## src/inc/alr_pkg.sv

```systemverilog
package alr_pkg;

    localparam int ALR_NCH = 2;

    // apb register byte offsets
    localparam logic [7:0] ALR_OFS_LIVE1    = 8'h00;
    localparam logic [7:0] ALR_OFS_LIVE2    = 8'h04;
    localparam logic [7:0] ALR_OFS_ON1      = 8'h08;
    localparam logic [7:0] ALR_OFS_OFF1     = 8'h0C;
    localparam logic [7:0] ALR_OFS_ON2      = 8'h10;
    localparam logic [7:0] ALR_OFS_OFF2     = 8'h14;
    localparam logic [7:0] ALR_OFS_LBIAS    = 8'h18;
    localparam logic [7:0] ALR_OFS_FB_LO    = 8'h1C;
    localparam logic [7:0] ALR_OFS_FB_HI    = 8'h20;
    localparam logic [7:0] ALR_OFS_HEAT_LO  = 8'h24;
    localparam logic [7:0] ALR_OFS_HEAT_HI  = 8'h28;
    localparam logic [7:0] ALR_OFS_FLAGS1   = 8'h2C;
    localparam logic [7:0] ALR_OFS_FLAGS2   = 8'h30;
    localparam logic [7:0] ALR_OFS_FLAGS3   = 8'h34;
    localparam logic [7:0] ALR_OFS_WARN_THR = 8'h38;
    localparam logic [7:0] ALR_OFS_WDT_TAP  = 8'h3C;

    // positions in the flag vector (one sticky cell each)
    localparam int ALR_FB_LOOP_OV  = 0;  // two bits, first flags [1:0]
    localparam int ALR_FB_TSD      = 2;  // two bits, second flags [1:0]
    localparam int ALR_FB_BOOT_UV  = 4;  // two bits, second flags [3:2]
    localparam int ALR_FB_WARN     = 6;  // third flags bit 0
    localparam int ALR_FB_LINK_ERR = 7;  // third flags bit 1
    localparam int ALR_FB_PWR_CYC  = 8;  // third flags bit 2
    localparam int ALR_FB_ABIAS_UV = 9;  // third flags bit 3
    localparam int ALR_NFLAGS      = 10;
    localparam int ALR_F3_WDT_LSB  = 4;  // third flags [5:4]

    // reset values
    localparam logic [ALR_NFLAGS-1:0] ALR_FLAG_RST = 10'h100;
    localparam logic [7:0]  ALR_WARN_THR_RST = 8'h80;
    localparam logic [4:0]  ALR_WDT_TAP_RST  = 5'h18;
    localparam logic [1:0]  ALR_WDT_CNT_MAX  = 2'h3;

    typedef enum logic [2:0] {
        ALR_SRC_LED1  = 3'b000,
        ALR_SRC_LED2  = 3'b001,
        ALR_SRC_LBIAS = 3'b010,
        ALR_SRC_FB    = 3'b011,
        ALR_SRC_HEAT  = 3'b100,
        ALR_SRC_OTHER = 3'b111
    } alr_src_e;

    typedef struct packed {
        logic       valid;
        alr_src_e   src;
        logic [9:0] data;
    } alr_adc_s;

    // raw comparator / pin levels, asynchronous to clk
    typedef struct packed {
        logic [1:0] dim_pin;
        logic [1:0] switch_hot;
        logic [1:0] dim_uv;
        logic [1:0] boot_uv;
        logic [1:0] loop_ov;
        logic       analog_uv;
    } alr_cmp_s;

endpackage
```

## src/core/alr_flag_cell.sv

```systemverilog
`timescale 1ns/1ps
`default_nettype none

module alr_flag_cell #(
    parameter logic RST_VAL = 1'b0
) (
    input  wire logic clk,    // system clock
    input  wire logic rst,    // sync reset, high
    input  wire logic cond,   // fault condition present
    input  wire logic clr,    // read clear of a bit seen as one
    output logic      flag    // sticky flag
);

    logic flag_reg;
    logic flag_next;

    // set wins over read clear
    always_comb begin
        flag_next = cond | (flag_reg & ~clr);
    end

    always_ff @(posedge clk) begin
        if (rst) begin
            flag_reg <= RST_VAL;
        end else begin
            flag_reg <= flag_next;
        end
    end

    assign flag = flag_reg;

endmodule // alr_flag_cell

`default_nettype wire

```

## src/core/alr_top.sv

```systemverilog
// Summary of operation
// each led conversion overwrites live led code
// pwm falling edge copies live to on-snapshot
// pwm rising edge copies live to off-snapshot
// logic bias stored as 8-bit code
// fallback input 10-bit, low/high, drives reference
// die heat 10-bit across low and high
// low-half read latches both; host reads low first
// warning flag when heat exceeds threshold [9:2]
// switch overheat forces shutdown, sets shutdown flag
// link error sets serial link error flag
// watchdog expiry enters fallback, counts two-bit timeouts
// logic bias undervoltage resets all, sets power-cycle
// analog bias undervoltage stops switching, sets flag
// dimming undervoltage disables that channel only
// boot undervoltage: high off, low on, flag
// loop filter overvoltage flag, switching unchanged
// effective pwm is dim pin AND internal pwm
// status read clears flags no longer present
// power-cycle set at power-up, cleared reading third
// adc result strobe with source selects destination
`timescale 1ns/1ps
`default_nettype none

module alr_top
    import alr_pkg::*;
(
    input  wire logic             clk,          // 200 MHz system clock
    input  wire logic             rst,          // logic bias undervoltage
    input  wire logic             psel,         // apb select
    input  wire logic             penable,      // apb access phase
    input  wire logic             pwrite,       // apb direction
    input  wire logic [7:0]       paddr,        // apb byte address
    input  wire logic [31:0]      pwdata,       // apb write data
    output logic                  pready,       // apb ready
    output logic [31:0]           prdata,       // apb read data
    output logic                  pslverr,      // apb unmapped address
    input  wire alr_adc_s         adc_result,   // adc result and source
    input  wire alr_cmp_s         cmp_pins,     // raw comparator levels
    input  wire logic [1:0]       internal_pwm, // pwm generator outputs
    input  wire logic             link_error,   // host link error pulse
    input  wire logic             wdt_expired,  // watchdog expiry pulse
    output logic [4:0]            wdt_tap,      // watchdog tap select
    output logic                  fallback_mode,// fallback operation
    output logic [9:0]            fallback_ref, // fallback current ref
    output logic [1:0]            sw_enable,    // channel switching on
    output logic [1:0]            hs_enable,    // high-side switch allowed
    output logic [1:0]            ls_force,     // low-side forced on
    output logic [1:0]            loop_discharge// loop filter discharge
);

    ////////////////////////////////////////////////////////////////////////
    // pin synchronisers

    alr_cmp_s cmp_meta_reg;
    alr_cmp_s cmp_meta_next;
    alr_cmp_s cmp_reg;
    alr_cmp_s cmp_next;

    always_comb begin
        cmp_meta_next = cmp_pins;
        cmp_next      = cmp_meta_reg;
    end

    always_ff @(posedge clk) begin
        if (rst) begin
            cmp_meta_reg <= '0;
            cmp_reg      <= '0;
        end else begin
            cmp_meta_reg <= cmp_meta_next;
            cmp_reg      <= cmp_next;
        end
    end

    ////////////////////////////////////////////////////////////////////////
    // address decode

    function automatic logic alr_mapped(input logic [7:0] a);
        logic hit;
        hit = 1'b0;
        if (a == ALR_OFS_LIVE1 || a == ALR_OFS_LIVE2) begin
            hit = 1'b1;
        end else if (a == ALR_OFS_ON1 || a == ALR_OFS_OFF1) begin
            hit = 1'b1;
        end else if (a == ALR_OFS_ON2 || a == ALR_OFS_OFF2) begin
            hit = 1'b1;
        end else if (a == ALR_OFS_LBIAS || a == ALR_OFS_FB_LO) begin
            hit = 1'b1;
        end else if (a == ALR_OFS_FB_HI || a == ALR_OFS_HEAT_LO) begin
            hit = 1'b1;
        end else if (a == ALR_OFS_HEAT_HI || a == ALR_OFS_FLAGS1) begin
            hit = 1'b1;
        end else if (a == ALR_OFS_FLAGS2 || a == ALR_OFS_FLAGS3) begin
            hit = 1'b1;
        end else if (a == ALR_OFS_WARN_THR || a == ALR_OFS_WDT_TAP) begin
            hit = 1'b1;
        end
        return hit;
    endfunction

    logic setup_rd;
    logic access_done;

    assign setup_rd    = psel & ~penable & ~pwrite;
    assign access_done = psel & penable;
    assign pready      = 1'b1;
    assign pslverr     = access_done & ~alr_mapped(paddr);

    ////////////////////////////////////////////////////////////////////////
    // measurements

    logic [7:0] live_led_voltage_reg [ALR_NCH];
    logic [7:0] live_led_voltage_next [ALR_NCH];
    logic [7:0] led_on_voltage_snapshot_reg [ALR_NCH];
    logic [7:0] led_on_voltage_snapshot_next [ALR_NCH];
    logic [7:0] led_off_voltage_snapshot_reg [ALR_NCH];
    logic [7:0] led_off_voltage_snapshot_next [ALR_NCH];
    logic [1:0] eff_pwm_reg;
    logic [1:0] eff_pwm_next;
    logic [7:0] logic_bias_supply_reg;
    logic [7:0] logic_bias_supply_next;
    logic [9:0] fallback_input_reg;
    logic [9:0] fallback_input_next;
    logic [9:0] heat_raw_reg;
    logic [9:0] heat_raw_next;
    logic [9:0] heat_hold_reg;
    logic [9:0] heat_hold_next;
    logic       adc_hit_led [ALR_NCH];

    assign eff_pwm_next = cmp_reg.dim_pin & internal_pwm;

    generate
        for (genvar c = 0; c < ALR_NCH; c++) begin : g_led
            assign adc_hit_led[c] = adc_result.valid &&
                adc_result.src == (c == 0 ? ALR_SRC_LED1 : ALR_SRC_LED2);

            always_comb begin
                live_led_voltage_next[c] = live_led_voltage_reg[c];
                led_on_voltage_snapshot_next[c] =
                    led_on_voltage_snapshot_reg[c];
                led_off_voltage_snapshot_next[c] =
                    led_off_voltage_snapshot_reg[c];
                if (adc_hit_led[c]) begin
                    // eight msbs, two lsbs dropped
                    live_led_voltage_next[c] = adc_result.data[9:2];
                end
                // copy the value before this update
                if (eff_pwm_reg[c] && !eff_pwm_next[c]) begin
                    led_on_voltage_snapshot_next[c] =
                        live_led_voltage_reg[c];
                end
                if (!eff_pwm_reg[c] && eff_pwm_next[c]) begin
                    led_off_voltage_snapshot_next[c] =
                        live_led_voltage_reg[c];
                end
            end

            always_ff @(posedge clk) begin
                if (rst) begin
                    live_led_voltage_reg[c]         <= 8'h00;
                    led_on_voltage_snapshot_reg[c]  <= 8'h00;
                    led_off_voltage_snapshot_reg[c] <= 8'h00;
                end else begin
                    live_led_voltage_reg[c] <= live_led_voltage_next[c];
                    led_on_voltage_snapshot_reg[c] <=
                        led_on_voltage_snapshot_next[c];
                    led_off_voltage_snapshot_reg[c] <=
                        led_off_voltage_snapshot_next[c];
                end
            end
        end
    endgenerate

    always_comb begin
        logic_bias_supply_next = logic_bias_supply_reg;
        fallback_input_next    = fallback_input_reg;
        heat_raw_next          = heat_raw_reg;
        heat_hold_next         = heat_hold_reg;
        if (adc_result.valid) begin
            case (adc_result.src)
                ALR_SRC_LBIAS: logic_bias_supply_next = adc_result.data[9:2];
                ALR_SRC_FB:    fallback_input_next = adc_result.data;
                ALR_SRC_HEAT:  heat_raw_next = adc_result.data;
                default:       ;
            endcase
        end
        // low-half read freezes both halves
        if (setup_rd && paddr == ALR_OFS_HEAT_LO) begin
            heat_hold_next = heat_raw_reg;
        end
    end

    always_ff @(posedge clk) begin
        if (rst) begin
            eff_pwm_reg           <= 2'h0;
            logic_bias_supply_reg <= 8'h00;
            fallback_input_reg    <= 10'h000;
            heat_raw_reg          <= 10'h000;
            heat_hold_reg         <= 10'h000;
        end else begin
            eff_pwm_reg           <= eff_pwm_next;
            logic_bias_supply_reg <= logic_bias_supply_next;
            fallback_input_reg    <= fallback_input_next;
            heat_raw_reg          <= heat_raw_next;
            heat_hold_reg         <= heat_hold_next;
        end
    end

    ////////////////////////////////////////////////////////////////////////
    // fault flags

    logic [ALR_NFLAGS-1:0] flag_cond;
    logic [ALR_NFLAGS-1:0] flag_clr;
    logic [ALR_NFLAGS-1:0] flags;
    logic [7:0]            warning_heat_threshold_reg;
    logic [7:0]            warning_heat_threshold_next;
    logic [4:0]            wdt_tap_reg;
    logic [4:0]            wdt_tap_next;
    logic [1:0]            watchdog_timeout_counter_reg;
    logic [1:0]            watchdog_timeout_counter_next;
    logic                  fallback_reg;
    logic                  fallback_next;
    logic [31:0]           rd_mux;
    logic [31:0]           prdata_reg;
    logic [7:0]            rd_seen_reg;
    logic [7:0]            rd_seen_next;
    logic [7:0]            fault_flags_first;
    logic [7:0]            fault_flags_second;
    logic [7:0]            fault_flags_third;
    logic                  rd_clear;

    always_comb begin
        flag_cond = '0;
        flag_cond[ALR_FB_LOOP_OV +: 2] = cmp_reg.loop_ov;
        flag_cond[ALR_FB_TSD +: 2]     = cmp_reg.switch_hot;
        flag_cond[ALR_FB_BOOT_UV +: 2] = cmp_reg.boot_uv;
        flag_cond[ALR_FB_WARN] =
            heat_raw_reg > {warning_heat_threshold_reg, 2'b00};
        flag_cond[ALR_FB_LINK_ERR]  = link_error;
        flag_cond[ALR_FB_ABIAS_UV]  = cmp_reg.analog_uv;
        // power-cycle only comes from the reset value
        flag_cond[ALR_FB_PWR_CYC]   = 1'b0;
    end

    assign fault_flags_first  = {6'h00, flags[ALR_FB_LOOP_OV +: 2]};
    assign fault_flags_second = {4'h0, flags[ALR_FB_BOOT_UV +: 2],
                                 flags[ALR_FB_TSD +: 2]};
    assign fault_flags_third  = {2'h0, watchdog_timeout_counter_reg,
                                 flags[ALR_FB_ABIAS_UV],
                                 flags[ALR_FB_PWR_CYC],
                                 flags[ALR_FB_LINK_ERR],
                                 flags[ALR_FB_WARN]};

    // clear only bits read as one; a later event survives
    assign rd_clear = access_done & ~pwrite;

    always_comb begin
        flag_clr = '0;
        if (rd_clear && paddr == ALR_OFS_FLAGS1) begin
            flag_clr[ALR_FB_LOOP_OV +: 2] = rd_seen_reg[1:0];
        end else if (rd_clear && paddr == ALR_OFS_FLAGS2) begin
            flag_clr[ALR_FB_TSD +: 2]     = rd_seen_reg[1:0];
            flag_clr[ALR_FB_BOOT_UV +: 2] = rd_seen_reg[3:2];
        end else if (rd_clear && paddr == ALR_OFS_FLAGS3) begin
            flag_clr[ALR_FB_WARN]     = rd_seen_reg[0];
            flag_clr[ALR_FB_LINK_ERR] = rd_seen_reg[1];
            flag_clr[ALR_FB_PWR_CYC]  = rd_seen_reg[2];
            flag_clr[ALR_FB_ABIAS_UV] = rd_seen_reg[3];
        end
    end

    generate
        for (genvar i = 0; i < ALR_NFLAGS; i++) begin : g_flag
            alr_flag_cell #(
                .RST_VAL (ALR_FLAG_RST[i])
            ) u_flag (
                .clk  (clk),
                .rst  (rst),
                .cond (flag_cond[i]),
                .clr  (flag_clr[i]),
                .flag (flags[i])
            );
        end
    endgenerate

    ////////////////////////////////////////////////////////////////////////
    // register access, watchdog count, channel control

    always_comb begin
        rd_mux = 32'h0000_0000;
        if (paddr == ALR_OFS_LIVE1) begin
            rd_mux[7:0] = live_led_voltage_reg[0];
        end else if (paddr == ALR_OFS_LIVE2) begin
            rd_mux[7:0] = live_led_voltage_reg[1];
        end else if (paddr == ALR_OFS_ON1) begin
            rd_mux[7:0] = led_on_voltage_snapshot_reg[0];
        end else if (paddr == ALR_OFS_OFF1) begin
            rd_mux[7:0] = led_off_voltage_snapshot_reg[0];
        end else if (paddr == ALR_OFS_ON2) begin
            rd_mux[7:0] = led_on_voltage_snapshot_reg[1];
        end else if (paddr == ALR_OFS_OFF2) begin
            rd_mux[7:0] = led_off_voltage_snapshot_reg[1];
        end else if (paddr == ALR_OFS_LBIAS) begin
            rd_mux[7:0] = logic_bias_supply_reg;
        end else if (paddr == ALR_OFS_FB_LO) begin
            rd_mux[7:0] = fallback_input_reg[7:0];
        end else if (paddr == ALR_OFS_FB_HI) begin
            rd_mux[1:0] = fallback_input_reg[9:8];
        end else if (paddr == ALR_OFS_HEAT_LO) begin
            rd_mux[7:0] = heat_raw_reg[7:0];
        end else if (paddr == ALR_OFS_HEAT_HI) begin
            rd_mux[1:0] = heat_hold_reg[9:8];
        end else if (paddr == ALR_OFS_FLAGS1) begin
            rd_mux[7:0] = fault_flags_first;
        end else if (paddr == ALR_OFS_FLAGS2) begin
            rd_mux[7:0] = fault_flags_second;
        end else if (paddr == ALR_OFS_FLAGS3) begin
            rd_mux[7:0] = fault_flags_third;
        end else if (paddr == ALR_OFS_WARN_THR) begin
            rd_mux[7:0] = warning_heat_threshold_reg;
        end else if (paddr == ALR_OFS_WDT_TAP) begin
            rd_mux[4:0] = wdt_tap_reg;
        end
    end

    always_comb begin
        warning_heat_threshold_next   = warning_heat_threshold_reg;
        wdt_tap_next                  = wdt_tap_reg;
        watchdog_timeout_counter_next = watchdog_timeout_counter_reg;
        fallback_next                 = fallback_reg;
        rd_seen_next                  = rd_seen_reg;
        if (setup_rd) begin
            rd_seen_next = rd_mux[7:0];
        end
        if (access_done && pwrite && paddr == ALR_OFS_WARN_THR) begin
            warning_heat_threshold_next = pwdata[7:0];
        end
        if (access_done && pwrite && paddr == ALR_OFS_WDT_TAP) begin
            wdt_tap_next = pwdata[4:0];
        end
        if (wdt_expired) begin
            fallback_next = 1'b1;
            if (watchdog_timeout_counter_reg != ALR_WDT_CNT_MAX) begin
                watchdog_timeout_counter_next =
                    watchdog_timeout_counter_reg + 2'h1;
            end
        end
    end

    always_ff @(posedge clk) begin
        if (rst) begin
            // defaults on bias undervoltage
            warning_heat_threshold_reg   <= ALR_WARN_THR_RST;
            wdt_tap_reg                  <= ALR_WDT_TAP_RST;
            watchdog_timeout_counter_reg <= 2'h0;
            fallback_reg                 <= 1'b0;
            rd_seen_reg                  <= 8'h00;
            prdata_reg                   <= 32'h0000_0000;
            sw_enable                    <= 2'h0;
            hs_enable                    <= 2'h0;
            ls_force                     <= 2'h0;
            loop_discharge               <= 2'h3;
        end else begin
            warning_heat_threshold_reg   <= warning_heat_threshold_next;
            wdt_tap_reg                  <= wdt_tap_next;
            watchdog_timeout_counter_reg <= watchdog_timeout_counter_next;
            fallback_reg                 <= fallback_next;
            rd_seen_reg                  <= rd_seen_next;
            if (setup_rd) begin
                prdata_reg <= rd_mux;
            end
            for (int c = 0; c < ALR_NCH; c++) begin
                // overheat and dimming uv act per channel only
                sw_enable[c] <= ~cmp_reg.switch_hot[c] & ~cmp_reg.dim_uv[c]
                                & ~cmp_reg.analog_uv;
                hs_enable[c] <= ~cmp_reg.switch_hot[c] & ~cmp_reg.dim_uv[c]
                                & ~cmp_reg.analog_uv
                                & ~cmp_reg.boot_uv[c];
                ls_force[c]  <= cmp_reg.boot_uv[c];
                loop_discharge[c] <= cmp_reg.analog_uv;
            end
        end
    end

    assign prdata        = prdata_reg;
    assign wdt_tap       = wdt_tap_reg;
    assign fallback_mode = fallback_reg;
    assign fallback_ref  = fallback_input_reg;

endmodule // alr_top

`default_nettype wire

```

## config.mk

```make
export PLATFORM = sky130hd
export DESIGN_NAME = alr_top
export DESIGN_NICKNAME = d
export VERILOG_FILES = /design/src/inc/alr_pkg.sv /design/src/core/alr_flag_cell.sv /design/src/core/alr_top.sv
export SDC_FILE = /design/constraint.sdc
export NUM_CORES = 1
export LEC_CHECK = 0
export BUFFER_PORTS_ARGS = -buffer_cell sky130_fd_sc_hd__buf_4
export CORE_MARGIN = 1.5
export CORE_UTILIZATION = 50
export DETAILED_ROUTE_END_ITERATION = 12
export MAX_ROUTING_LAYER = met4
export PLACE_DENSITY_LB_ADDON = 0.05
export SLEW_MARGIN = 20
export SYNTH_ARGS = -nofsm -noshare
export SYNTH_HDL_FRONTEND = slang
export SYNTH_HIERARCHICAL = 1
export SYNTH_SLANG_ARGS = --single-unit
```

## constraint.sdc

```tcl
create_clock -name clk -period 1.7 [get_ports clk]
set_clock_uncertainty 0.2 [all_clocks]
set_input_delay 0.17 -clock clk [delete_from_list [all_inputs] [get_ports clk]]
set_output_delay 0.17 -clock clk [all_outputs]
set_load 0.01 [all_outputs]
```

# Word-level counts from Yosys, hierarchy flattened
# Memories as Yosys holds them, arrays and structs flattened.
# Cells that the tools add are included.
totals:
  register_bits: 103
  latchBits: 0
  ram_bits: 48
  rom_bits: 0
  in_bits: 74
  out_inout_bits: 58
  word_cells: 196
  mem_count: 3
memory_table:
  columns: ["name", "words", "word_bits", "read_ports", "rd_clocked_by_memory_dff", "write_ports", "line_no", "source"]
  rows:
  - ["led_off_voltage_snapshot_reg", 2, 8, 2, 0, 2, "alr_top.sv:116", "logic [7:0] led_off_voltage_snapshot_reg [ALR_NCH];"]
  - ["led_on_voltage_snapshot_reg", 2, 8, 2, 0, 2, "alr_top.sv:114", "logic [7:0] led_on_voltage_snapshot_reg [ALR_NCH];"]
  - ["live_led_voltage_reg", 2, 8, 2, 0, 2, "alr_top.sv:112", "logic [7:0] live_led_voltage_reg [ALR_NCH];"]
op_classes:
  n_addsub: 1
  mul: 0
  div: 0
  magnitude_cmp: 1
  n_eq_ne: 20
  shift: 0
  mux: 47
  n_bitwise: 57
  reduce_logical: 31
op_table:
  columns: ["operator", "n"]
  rows:
  - ["8-bit 2-to-1 mux", 25]
  - ["8-bit by 6-bit == test with 1-bit output (second input constant)", 8]
  - ["8-bit by 5-bit == test with 1-bit output (second input constant)", 4]
  - ["1-bit AND", 21]
  - ["1-bit inverter", 20]
  - ["8-bit by 4-bit == test with 1-bit output (second input constant)", 2]
  - ["1-bit OR", 15]
  - ["1-bit logical AND", 13]
  - ["4-bit 2-to-1 mux", 3]
  - ["6-bit 2-to-1 mux", 2]
  - ["1-bit 2-to-1 mux", 11]
  - ["10-bit > comparator", 1]
  - ["5-bit 2-to-1 mux", 2]
  - ["8-bit by 3-bit == test with 1-bit output (second input constant)", 1]
  - ["8-bit zero test", 1]
  - ["1-bit logical OR", 8]
  - ["2-bit AND reduction", 4]
  - ["3-bit by 2-bit == test with 1-bit output (second input constant)", 2]
  - ["2-bit 2-to-1 mux", 3]
  - ["1-bit zero test", 4]
  - ["3-bit by 1-bit == test with 1-bit output (second input constant)", 1]
  - ["3-bit == test (second input constant)", 1]
  - ["3-bit zero test", 1]
  - ["3-bit 2-to-1 mux", 1]
  - ["3 further kinds", 3]

# Logic depth before layout (Yosys ltp)
# Gate-level depths: netlist (run 1).
logic_depth:
  ltp_word: 17
  mapped_depth: 9
  ltp_nobuf: 9

# By module
# The synthesis (run 1) kept the hierarchy.
modules_own_cells:
  columns: ["module", "n_inst", "cells_per_inst", "area_each_um2", "seq_area_each_um2"]
  rows:
  - ["alr_top", 1, 730, 6184.7, 2662.6]
  - ["alr_flag_cell (g_flag[0].u_flag ...)", 9, 4, 38.8, 20.0]
  - ["alr_flag_cell (g_flag[8].u_flag)", 1, 4, 32.5, 20.0]

# Worst setup path after synthesis (run 1)
# No wires, ideal clock.
synth_path:
  path_kind: "input port to flip-flop"
  startpoint: "in paddr[5]"
  endpoint: "reg, netlist name rd_seen_reg[4]"
  setup_time_ns: 0.121
  arrival_ns: 1.548
  required_time_ns: 1.379
  slack_ns: -0.168
  cell_stages: 7
  n_path_buf: 2
  cell_sequence: "buf_6 or4_1 buf_2 or4_4 nand2_1 a221o_1 nand2_1"
synth_lines:
  columns: ["element", "line_no", "source"]
  rows:
  - ["start: declaration", "alr_top.sv:33", "input wire logic [7:0] paddr,"]

==> results.yml, run 1 <==
cells_and_area:
  register_area_um2: 2870
  final_cell_mix: "buf_4, nand2_1, dfxtp_1"
  drive_gt1_share_pct: 28.1
  syn2layout_area_growth_pct: 35.7
  layout_commonest_cell: "buf_4"
  fill_cells: 1022
  fin_cells: 1145
  multi_input_area_um2: 3440
  fin_nets: 1044
  utilization_pct: 70.1
  finalInstanceArea_um2: 8910
  num_antenna_cells: 0
pwr:
  power.total_mw: 7.88
  ir_drop_mv: 0.817
  leakage_nw: 3.56
  powerDensity_nw_per_um2: 884
cts:
  htreeDepth: 4
  cts.sinks: 143
  cts_tree: "done"
  path_clk_slew_ns: 0.06
  cts-root-buf: "clkbuf_16"
  clockBufferDepth: 2
  numCtsBuffers: 17
  insertion_delay_ns: 0.42
yosys:
  syn_avg_cell_area_um2: 8.53
  async_flop_share_pct: 0
  yosysSeqAreaShare_pct: 43.6
  synth_warnings: 6
  netlist_area_um2: 6570
  synthCells: 770
  synth_flop_cell: "dfxtp_1"
  synth_seq_cells: 143
  synth_cell_types: 71
  synth_edf_count: 0
setup_path:
  cp-end-kind: "flip-flop"
  r2r_start: "live_led_voltage_reg[0][7]"
  r2r-end: "rd_seen_reg[7]"
  worstPathMaxFanout: 2
  ff2ff_setup_slack_ns: -0.1
  cp_cell_sequence: "or3_4 > mux4_2 > and3_4 > a21oi_2 > o22ai_1"
  critPathKind: "flip-flop to flip-flop"
  cp.required_ns: 1.80
  cp-start-kind: "flip-flop"
  cp_slowest_cell: "mux4_2"
  reg2regPathDepth: 5
  cp.arrival_ns: 1.90
  max_stage_delay_ns: 0.47
placed_design:
  dpl_worst_slack_ns: -0.314
  dp.final_hpwl_mm: 15.5
  dpl_cell_area_um2: 7920
  gp_congestion: 0.946
  portBuffers: 82
  dp.cells: 1080
grt:
  track_usage_pct: 31.9
  grt_antenna_before_repair: 0
  grt_pass1_vias: 6075
  gr-usage-met2_pct: 51.8
  grt_max_degree: 79
  grt_pass1_wl_mm: 32.9
  met1_usage_pct: 39.3
  overflow: 0
  grt-busiest-layer: "met2"
  met3_usage_pct: 7.80
die:
  ios: 132
  die_y_um: 118
  core-area_um2: 12700
  rows: 41
  die_w_um: 118
  initial_core_util_pct: 51.6
  dieArea_um2: 13800
sta:
  worst_pin_slew_ns: 0.587
  drv_slew: 0
  min_period_over_period_pct: 106
  hold-worst-slack_ns: 0.0837
  setup_viol: 3
  hold_violations: 0
  worst_slack_ns: -0.0995
  fmax_mhz: 556
  max-slew-margin-rel_pct: 60.7
  min_period_ns: 1.80
  fin_setup_tns_ns: -0.192
  rsz0062_at_grt: "yes"
drt:
  drt_iter0_drc: 436
  drt_pre_antenna_iters: 4
  antenna_left: 0
  via_per_inst: 5.40
  drt-total-wl_mm: 21.4
  wl_per_cell_um: 18.6
  drt_drc_violations_left: 0
  via_count: 6188
run:
  drv_cap: 0
min_path:
  whs_path_depth: 5
  hold_path_end: "rd_seen_reg[6]"
  hold_class: "input pin to flip-flop"
  hold_start: "penable"
status:
  status: "finished with violations"
  violations: "setup timing"
[how the worst max path moves through the flow]
stage	startpoint	endpoint	slack, ns	depth (start not counted)
6_report	live_led_voltage_reg[0][7]	rd_seen_reg[7]	-0.1	5
5_1_grt	live_led_voltage_reg[0][7]	rd_seen_reg[7]	-0.13	5
4_1_cts	live_led_voltage_reg[0][7]	rd_seen_reg[7]	-0.10	5
3_5_place_dp	paddr[4]	rd_seen_reg[6]	-0.31	8
3_3_place_gp	paddr[5]	rd_seen_reg[2]	-0.31	8
2_1_floorplan	paddr[5]	rd_seen_reg[4]	-0.16	7
[layout make-up]
class / count / share of cell area (%)
multi-input cells: 562 / 38.6
repair buffers: 215 / 19.5
clock buffers: 21 / 5.05
flip-flops and latches: 143 / 32.2
well taps: 172 / 2.41
inverters: 22 / 0.969
clock inverters: 10 / 1.26
[where the power goes]
part | switching [mW] | total (mW) | internal [mW]
sequential | 0.0516 | 3.48 | 3.43
clock | 1.41 | 3.59 | 2.18
combinational | 0.431 | 0.805 | 0.375
total | 1.89 | 7.88 | 5.99
[routing by layer]
layer	part of all wire, %	vias up
met1	43	2937
met4	2.5	0
met2	48	247
met5	0	-
met3	6.5	35
li1	-	2969
[logic make-up after synthesis]
| kind of cell | synth area share [%] |
|---|---|
| simple gates | 23.7 |
| fa+ha+maj | 1.71 |
| buf+inv | 6.99 |
| xor+xnor | 0.133 |
| compound gates | 15.7 |
| other cells | 0.114 |
| flops | 43.6 |
| mux | 8.02 |
[worst max-delay path, delay by kind of cell (launching register included)]
| family | cells | cell delay (ns) |
|---|---|---|
| mux | 1 | 0.47 |
| compound gates | 2 | 0.16 |
| simple gates | 2 | 0.53 |
| flops | 1 | 0.32 |
[synth_stat cells, types with 3 or more instances]
| library cell | number | area [um^2] |
|---|---|---|
| o21a_1 | 3 | 22.5 |
| mux4_2 | 8 | 180 |
| nor3_1 | 5 | 25.0 |
| nand2_1 | 168 | 631 |
| and3_1 | 8 | 50.1 |
| a21oi_1 | 81 | 405 |
| a221oi_1 | 3 | 26.3 |
| a22oi_1 | 5 | 37.5 |
| mux2_2 | 5 | 56.3 |
| nor2_1 | 44 | 165 |
| ha_1 | 9 | 113 |
| buf_1 | 4 | 15.0 |
| o21ai_0 | 16 | 80.1 |
| and2_1 | 12 | 75.1 |
| nor2b_1 | 31 | 194 |
| nand3_1 | 9 | 45.0 |
| dfxtp_1 | 143 | 2860 |
| clkbuf_1 | 24 | 90.1 |
| a22o_1 | 3 | 26.3 |
| buf_2 | 10 | 50.1 |
| nand2b_1 | 12 | 75.1 |
| inv_1 | 22 | 82.6 |
| mux2i_1 | 29 | 290 |
| o211ai_1 | 3 | 22.5 |
| a21oi_2 | 9 | 78.8 |
| nor4_1 | 4 | 25.0 |
| a21o_1 | 4 | 30.0 |
| buf_4 | 28 | 210 |
| or2_2 | 5 | 31.3 |
| o22ai_1 | 5 | 31.3 |
[repair_timing]
action / in CTS / in global routing
buffers inserted: 2 / 0
hold buffers: 34 / 0
endpoints found under the setup margin: 4 / 8
pin swaps: 9 / 4
hold endpoints to repair: 80 / 0
resized for setup: 18 / 13
(Power assumes the default switching activity.)
==> run 2, diff against run 1 <==
--- a/config.mk
+++ b/config.mk
@@ -10,7 +10,7 @@
 export CORE_UTILIZATION = 50
 export DETAILED_ROUTE_END_ITERATION = 12
 export MAX_ROUTING_LAYER = met4
-export PLACE_DENSITY_LB_ADDON = 0.05
+export PLACE_DENSITY_LB_ADDON = 0.08
 export SLEW_MARGIN = 20
 export SYNTH_ARGS = -nofsm -noshare
 export SYNTH_HDL_FRONTEND = slang
==> run 2 against run 1 <==
Net effect:
- the run still ends with setup timing left
- cell count fell by 0.26%
- routed wire length is 0.32% lower
- combinational power grew 0.6%
- worst setup slack better by 0.057 ns
- non-clock buffer count decreased by 4
- via count down 0.23%
- register-to-register slack improved by 0.06 ns
- power is 5.8% higher
- global-route usage grew 0.14 points
- first-iteration DRC count grew 4.6%
==> results.yml, run 2 (synthesized netlist as in run 1, its figures left out) <==
status:
  status: "finished with violations"
  violations: "setup timing"
min_path:
  hold_class: "input pin to flip-flop"
  hold_start: "paddr[0]"
setup_path:
  critPathKind: "flip-flop to flip-flop"
  reg2regPathDepth: 8
  crit_start: "warning_heat_threshold_reg[0]"
  cp_cell_sequence: "ha_1 > nor2b_4 > o21a_1 > o21a_1 > o21ai_1 > a22oi_1 > inv_1 > a21oi_2"
  critPathCapture: "g_flag[6].u_flag/flag"
  cp_slowest_cell: "dfxtp_1"
  r2r_start: "warning_heat_threshold_reg[0]"
  r2r-end: "g_flag[6].u_flag/flag"
  cp.required_ns: 1.81
  worstPathMaxFanout: 3
  max_stage_delay_ns: 0.45
  ff2ff_setup_slack_ns: -0.04
  cp-end-kind: "flip-flop"
  cp.arrival_ns: 1.85
  crit_top_cell: "o21a_1"
  cp-start-kind: "flip-flop"
sta:
  setup_viol: 2
  rsz0062_at_grt: "yes"
  drv_slew: 0
  min_period_ns: 1.74
  worst_slack_ns: -0.0428
  hold_violations: 0
  fin_setup_tns_ns: -0.0827
  worst_pin_slew_ns: 0.596
  max-slew-margin-rel_pct: 59.9
  fmax_mhz: 574
  min_period_over_period_pct: 103
die:
  core-area_um2: 12700
  die_y_um: 118
  rows: 41
  ios: 132
  dieArea_um2: 13800
  initial_core_util_pct: 51.6
  die_w_um: 118
grt:
  track_usage_pct: 32.0
  grt_pass1_wl_mm: 33.0
  grt_antenna_before_repair: 0
  overflow: 0
  grt_pass1_vias: 5970
  grt_max_degree: 56
cts:
  htreeDepth: 4
  cts-root-buf: "clkbuf_16"
  cts_tree: "done"
  numCtsBuffers: 17
  cts_setup_buffers: 0
  clockBufferDepth: 2
  cts.sinks: 143
  path_clk_slew_ns: 0.06
  insertion_delay_ns: 0.42
pwr:
  power.switching_mw: 1.94
  leakage_nw: 3.62
  powerDensity_nw_per_um2: 923
  swShare_pct: 23.2
  power.internal_mw: 6.40
  seq_power_share_pct: 41.8
  clock_power_share_pct: 48.5
  ir_drop_mv: 1.09
  power_frac_comb_pct: 9.7
drt:
  drt_iter0_drc: 456
  via_per_inst: 5.41
  drt_drc_violations_left: 0
  via_count: 6174
  antenna_left: 0
  drt_pre_antenna_iters: 5
  drt-total-wl_mm: 21.3
  wl_per_cell_um: 18.6
placed_design:
  portBuffers: 82
  dp.cells: 1076
  gp_congestion: 0.986
  dpl_worst_slack_ns: -0.286
  dp.final_hpwl_mm: 15.5
cells_and_area:
  final_cell_mix: "buf_4, nand2_1, dfxtp_1"
  fin_nets: 1040
  num_antenna_cells: 0
  fin_cells: 1142
  fill_cells: 999
  layout_commonest_cell: "buf_4"
  syn2layout_area_growth_pct: 37.5
  utilization_pct: 70.9
  drive_gt1_share_pct: 28.0
run:
  drv_cap: 0
==> run 2: changes by cell type in the layout (fill, tap and decap cells not counted), moves of 2 or more <==
cell and delta:
a2111oi_1 -2, buf_4 -7, a22oi_2 -2, bufinv_16 +2, inv_6 +2, clkbuf_1 -2
buf_6 -2, buf_12 +5, clkinv_2 -3, a22oi_1 +2, a2111oi_0 +2, clkbuf_8 +2
==> run 2: what timing repair did <==
| item | in CTS | in global routing |
|---|---|---|
| endpoints found under the setup margin | 6 | 6 |
| endpoints found under the hold margin | 76 | 0 |
| gates resized for setup | 16 | 12 |
| pin swaps | 4 | 7 |
| hold buffers | 34 | 0 |
==> run 2: how the worst min path moves through the flow <==
stage | to | slack [ns] | depth (start not counted)
after detailed placement | cmp_meta_reg[4] | 0.19 | 2
after CTS | rd_seen_reg[3] | 0.05 | 6
after global placement | cmp_meta_reg[4] | 0.18 | 2
final | rd_seen_reg[7] | 0.07 | 4
after global routing | heat_hold_reg[9] | 0.09 | 5
after floorplan | g_flag[0].u_flag/flag | 0.03 | 1
==> run 2: layout make-up <==
cell class	count	area, um^2	area share (%)
clock buffer	21	470	5.21
clock inverter	11	175	1.94
inverter	22	82.6	0.915
multi-input combinational	562	3450	38.2
sequential	143	2870	31.8
tap	172	215	2.38
timing repair buffer	211	1760	19.5
==> run 2: metal layers <==
| metal | up-vias | share of wire (%) | GRT usage [%] |
|---|---|---|---|
| met5 | - | 0 | - |
| met4 | 0 | 3.2 | 13.2 |
| met3 | 43 | 5.9 | 5.09 |
| met2 | 234 | 47 | 51.9 |
| met1 | 2928 | 44 | 40.1 |
| li1 | 2969 | - | - |
==> run 2: worst max-delay path, delay by kind of cell, from the launching register on <==
family | cells | cell delay [ns]
fa+ha+maj | 1 | 0.25
buf+inv | 1 | 0.09
flops | 1 | 0.45
simple gates | 1 | 0.05
compound gates | 5 | 0.59
==> run 2: metrics by stage <==
stage / total power [mW] / area (um^2) / hold slack (ns)
2_1_floorplan: 3.94 / 6720 / 0.0324
3_3_place_gp: 4.26 / 7950 / 0.181
3_5_place_dp: 4.27 / 7950 / 0.188
4_1_cts: 8.36 / 8990 / 0.0502
5_1_grt: 8.58 / 9030 / 0.0864
6_report: 8.33 / 9030 / 0.0727
==> run 2: power groups by stage <==
stage	Clock (mW)	Sequential [mW]	Combinational (mW)
after floorplan	0	3.55	0.398
after global placement	0	3.55	0.705
after detailed placement	0	3.55	0.719
after CTS	4.08	3.48	0.793
after global routing	4.23	3.49	0.866
final	4.04	3.48	0.810
==> run 3, diff against run 2 <==
==> constraint.sdc (replaced) <==
create_clock -name clk -period 1.5 [get_ports clk]
set_clock_uncertainty 0.2 [all_clocks]
set_input_delay 0.15 -clock clk [delete_from_list [all_inputs] [get_ports clk]]
set_output_delay 0.15 -clock clk [all_outputs]
set_load 0.01 [all_outputs]
==> run 3 against run 2 <==
Net effect:
- the flow still finishes with violations (setup timing)
- largest cell class unchanged
- sequential share of layout area shrank 1.0 points
- count of clock-buffer cells in the layout shrank 1
- maximum frequency shrank 2.0%
- largest power group unchanged
- clock power is essentially flat
- power grew 7.7%
- worst setup slack lost 0.24 ns
- register-to-register slack lost 0.24 ns
- hold slack lost 0.056 ns
- utilization grew 2.4 points
==> results.yml, run 3 (synthesized netlist as in run 1, its figures left out) <==
die:
  dieArea_um2: 13800
  die_w_um: 118
  core-area_um2: 12700
  ios: 132
  rows: 41
  die_y_um: 118
  initial_core_util_pct: 51.6
setup_path:
  cp.depth: 8
  cp.required_ns: 1.60
  r2r-end: "g_flag[6].u_flag/flag"
  cp.arrival_ns: 1.88
  critPathCapture: "g_flag[6].u_flag/flag"
  max_stage_delay_ns: 0.40
  ff2ff_setup_slack_ns: -0.28
  crit_start: "heat_raw_reg[3]"
  r2r_start: "heat_raw_reg[3]"
  crit_top_cell: "o21a_1"
  cp_cell_sequence: "ha_4 > nor2b_4 > o21a_1 > o21a_1 > o21ai_1 > a22oi_1 > inv_1 > a21oi_2"
  cp-start-kind: "flip-flop"
  cp-end-kind: "flip-flop"
  path_delay_family: "compound AO/OA/AOI/OAI gates"
  critPathBufInv: 1
  worstPathMaxFanout: 2
  cp_slowest_cell: "dfxtp_1"
  critPathKind: "flip-flop to flip-flop"
  reg2regPathDepth: 8
cts:
  cts_tree: "done"
  clockBufferDepth: 2
  path_clk_slew_ns: 0.06
  insertion_delay_ns: 0.42
  cts.sinks: 143
  cts-root-buf: "clkbuf_16"
  htreeDepth: 4
  numCtsBuffers: 17
cells_and_area:
  finalInstanceArea_um2: 9330
  num_antenna_cells: 0
  fin_nets: 1072
  syn2layout_area_growth_pct: 42.1
  utilization_pct: 73.4
  drive_gt1_share_pct: 32.5
  fin_cells: 1174
  final_cell_mix: "buf_4, nand2_1, dfxtp_1"
  layout_commonest_cell: "buf_4"
drt:
  drt_iter0_drc: 420
  drt-total-wl_mm: 21.4
  via_per_inst: 5.45
  via_count: 6394
  wl_per_cell_um: 18.2
  drt_drc_violations_left: 0
  drt_pre_antenna_iters: 5
  antenna_left: 0
placed_design:
  dp.final_hpwl_mm: 15.8
  dpl_cell_area_um2: 8120
  portBuffers: 82
  dp.cells: 1096
  dpl_worst_slack_ns: -0.479
  gp_congestion: 0.941
min_path:
  hold_class: "input pin to flip-flop"
status:
  status: "finished with violations"
  violations: "setup timing"
sta:
  min_period_over_period_pct: 119
  min_period_ns: 1.78
  rsz0062_at_grt: "yes"
  setup_viol: 8
  hold_violations: 0
  drv_slew: 0
  fin_setup_tns_ns: -1.13
  worst_slack_ns: -0.279
  fmax_mhz: 562
pwr:
  powerDensity_nw_per_um2: 962
  leakage_nw: 3.81
  ir_drop_mv: 1.05
grt:
  track_usage_pct: 31.8
  grt_max_degree: 53
  overflow: 0
  grt_antenna_before_repair: 0
  grt_pass1_vias: 6243
  grt_pass1_wl_mm: 33.1
run:
  drv_cap: 0
==> run 3: changes by cell type in the layout (fill, tap and decap cells not counted), sizes merged <==
cell,delta
buf,+32
clkinv,+4
clkbuf,-1
bufinv,-3
==> run 3: cell type report <==
class / count / area, um^2
fillers: 973 / 3390
clock inverters: 12 / 108
inverters: 22 / 82.6
clock buffers: 20 / 467
repair buffers: 243 / 2050
flip-flops and latches: 143 / 2880
well taps: 172 / 215
multi-input cells: 562 / 3530
==> run 3: through the flow <==
stage	hold WS, ns	total power [mW]
after floorplan	0.0124	4.48
after global placement	0.159	4.86
after global routing	0.0241	9.27
after detailed placement	0.168	4.87
final	0.0164	8.98
after CTS	0.00643	8.98
==> run 3: timing repair <==
item	CTS	global route
resized for setup	30	30
setup endpoints to repair	9	25
pin swaps	10	15
setup buffers	7	5
hold buffers	34	0
endpoints found under the hold margin	80	0
==> run 3: metal layers <==
| metal | wire, um | global-route usage, % | vias up | part of all wire, % |
|---|---|---|---|---|
| met5 | 0 | - | - | 0 |
| met4 | 624 | 11.5 | 0 | 2.9 |
| met3 | 1420 | 6.69 | 45 | 6.6 |
| met2 | 10300 | 51.1 | 265 | 48 |
| met1 | 9000 | 39.9 | 3059 | 42 |
| li1 | - | - | 3025 | - |
==> run 3: power breakdown <==
group	leakage [nW]	total, mW	switching (mW)	internal, mW
clock network	0.284	4.06	1.64	2.42
registers	1.17	3.94	0.0544	3.89
logic	2.35	0.973	0.504	0.469
==> run 3: worst min-delay path: stages <==
cell,delay [ns]
buf_4,0.09
nand3_1,0.06
buf_4,0.17
nand2_1,0.07
a21oi_1,0.06
==> run 3: how the worst min path moves through the flow <==
stage	startpoint	end	slack, ns	cells past startpoint
floorplan	rst	g_flag[0].u_flag/flag	0.01	1
global placement	cmp_pins[4]	cmp_meta_reg[4]	0.16	2
detailed placement	cmp_pins[8]	cmp_meta_reg[8]	0.17	2
CTS	adc_result[12]	heat_raw_reg[4]	0.006	5
global route	adc_result[12]	heat_raw_reg[4]	0.02	5
finish	adc_result[12]	heat_raw_reg[4]	0.02	5
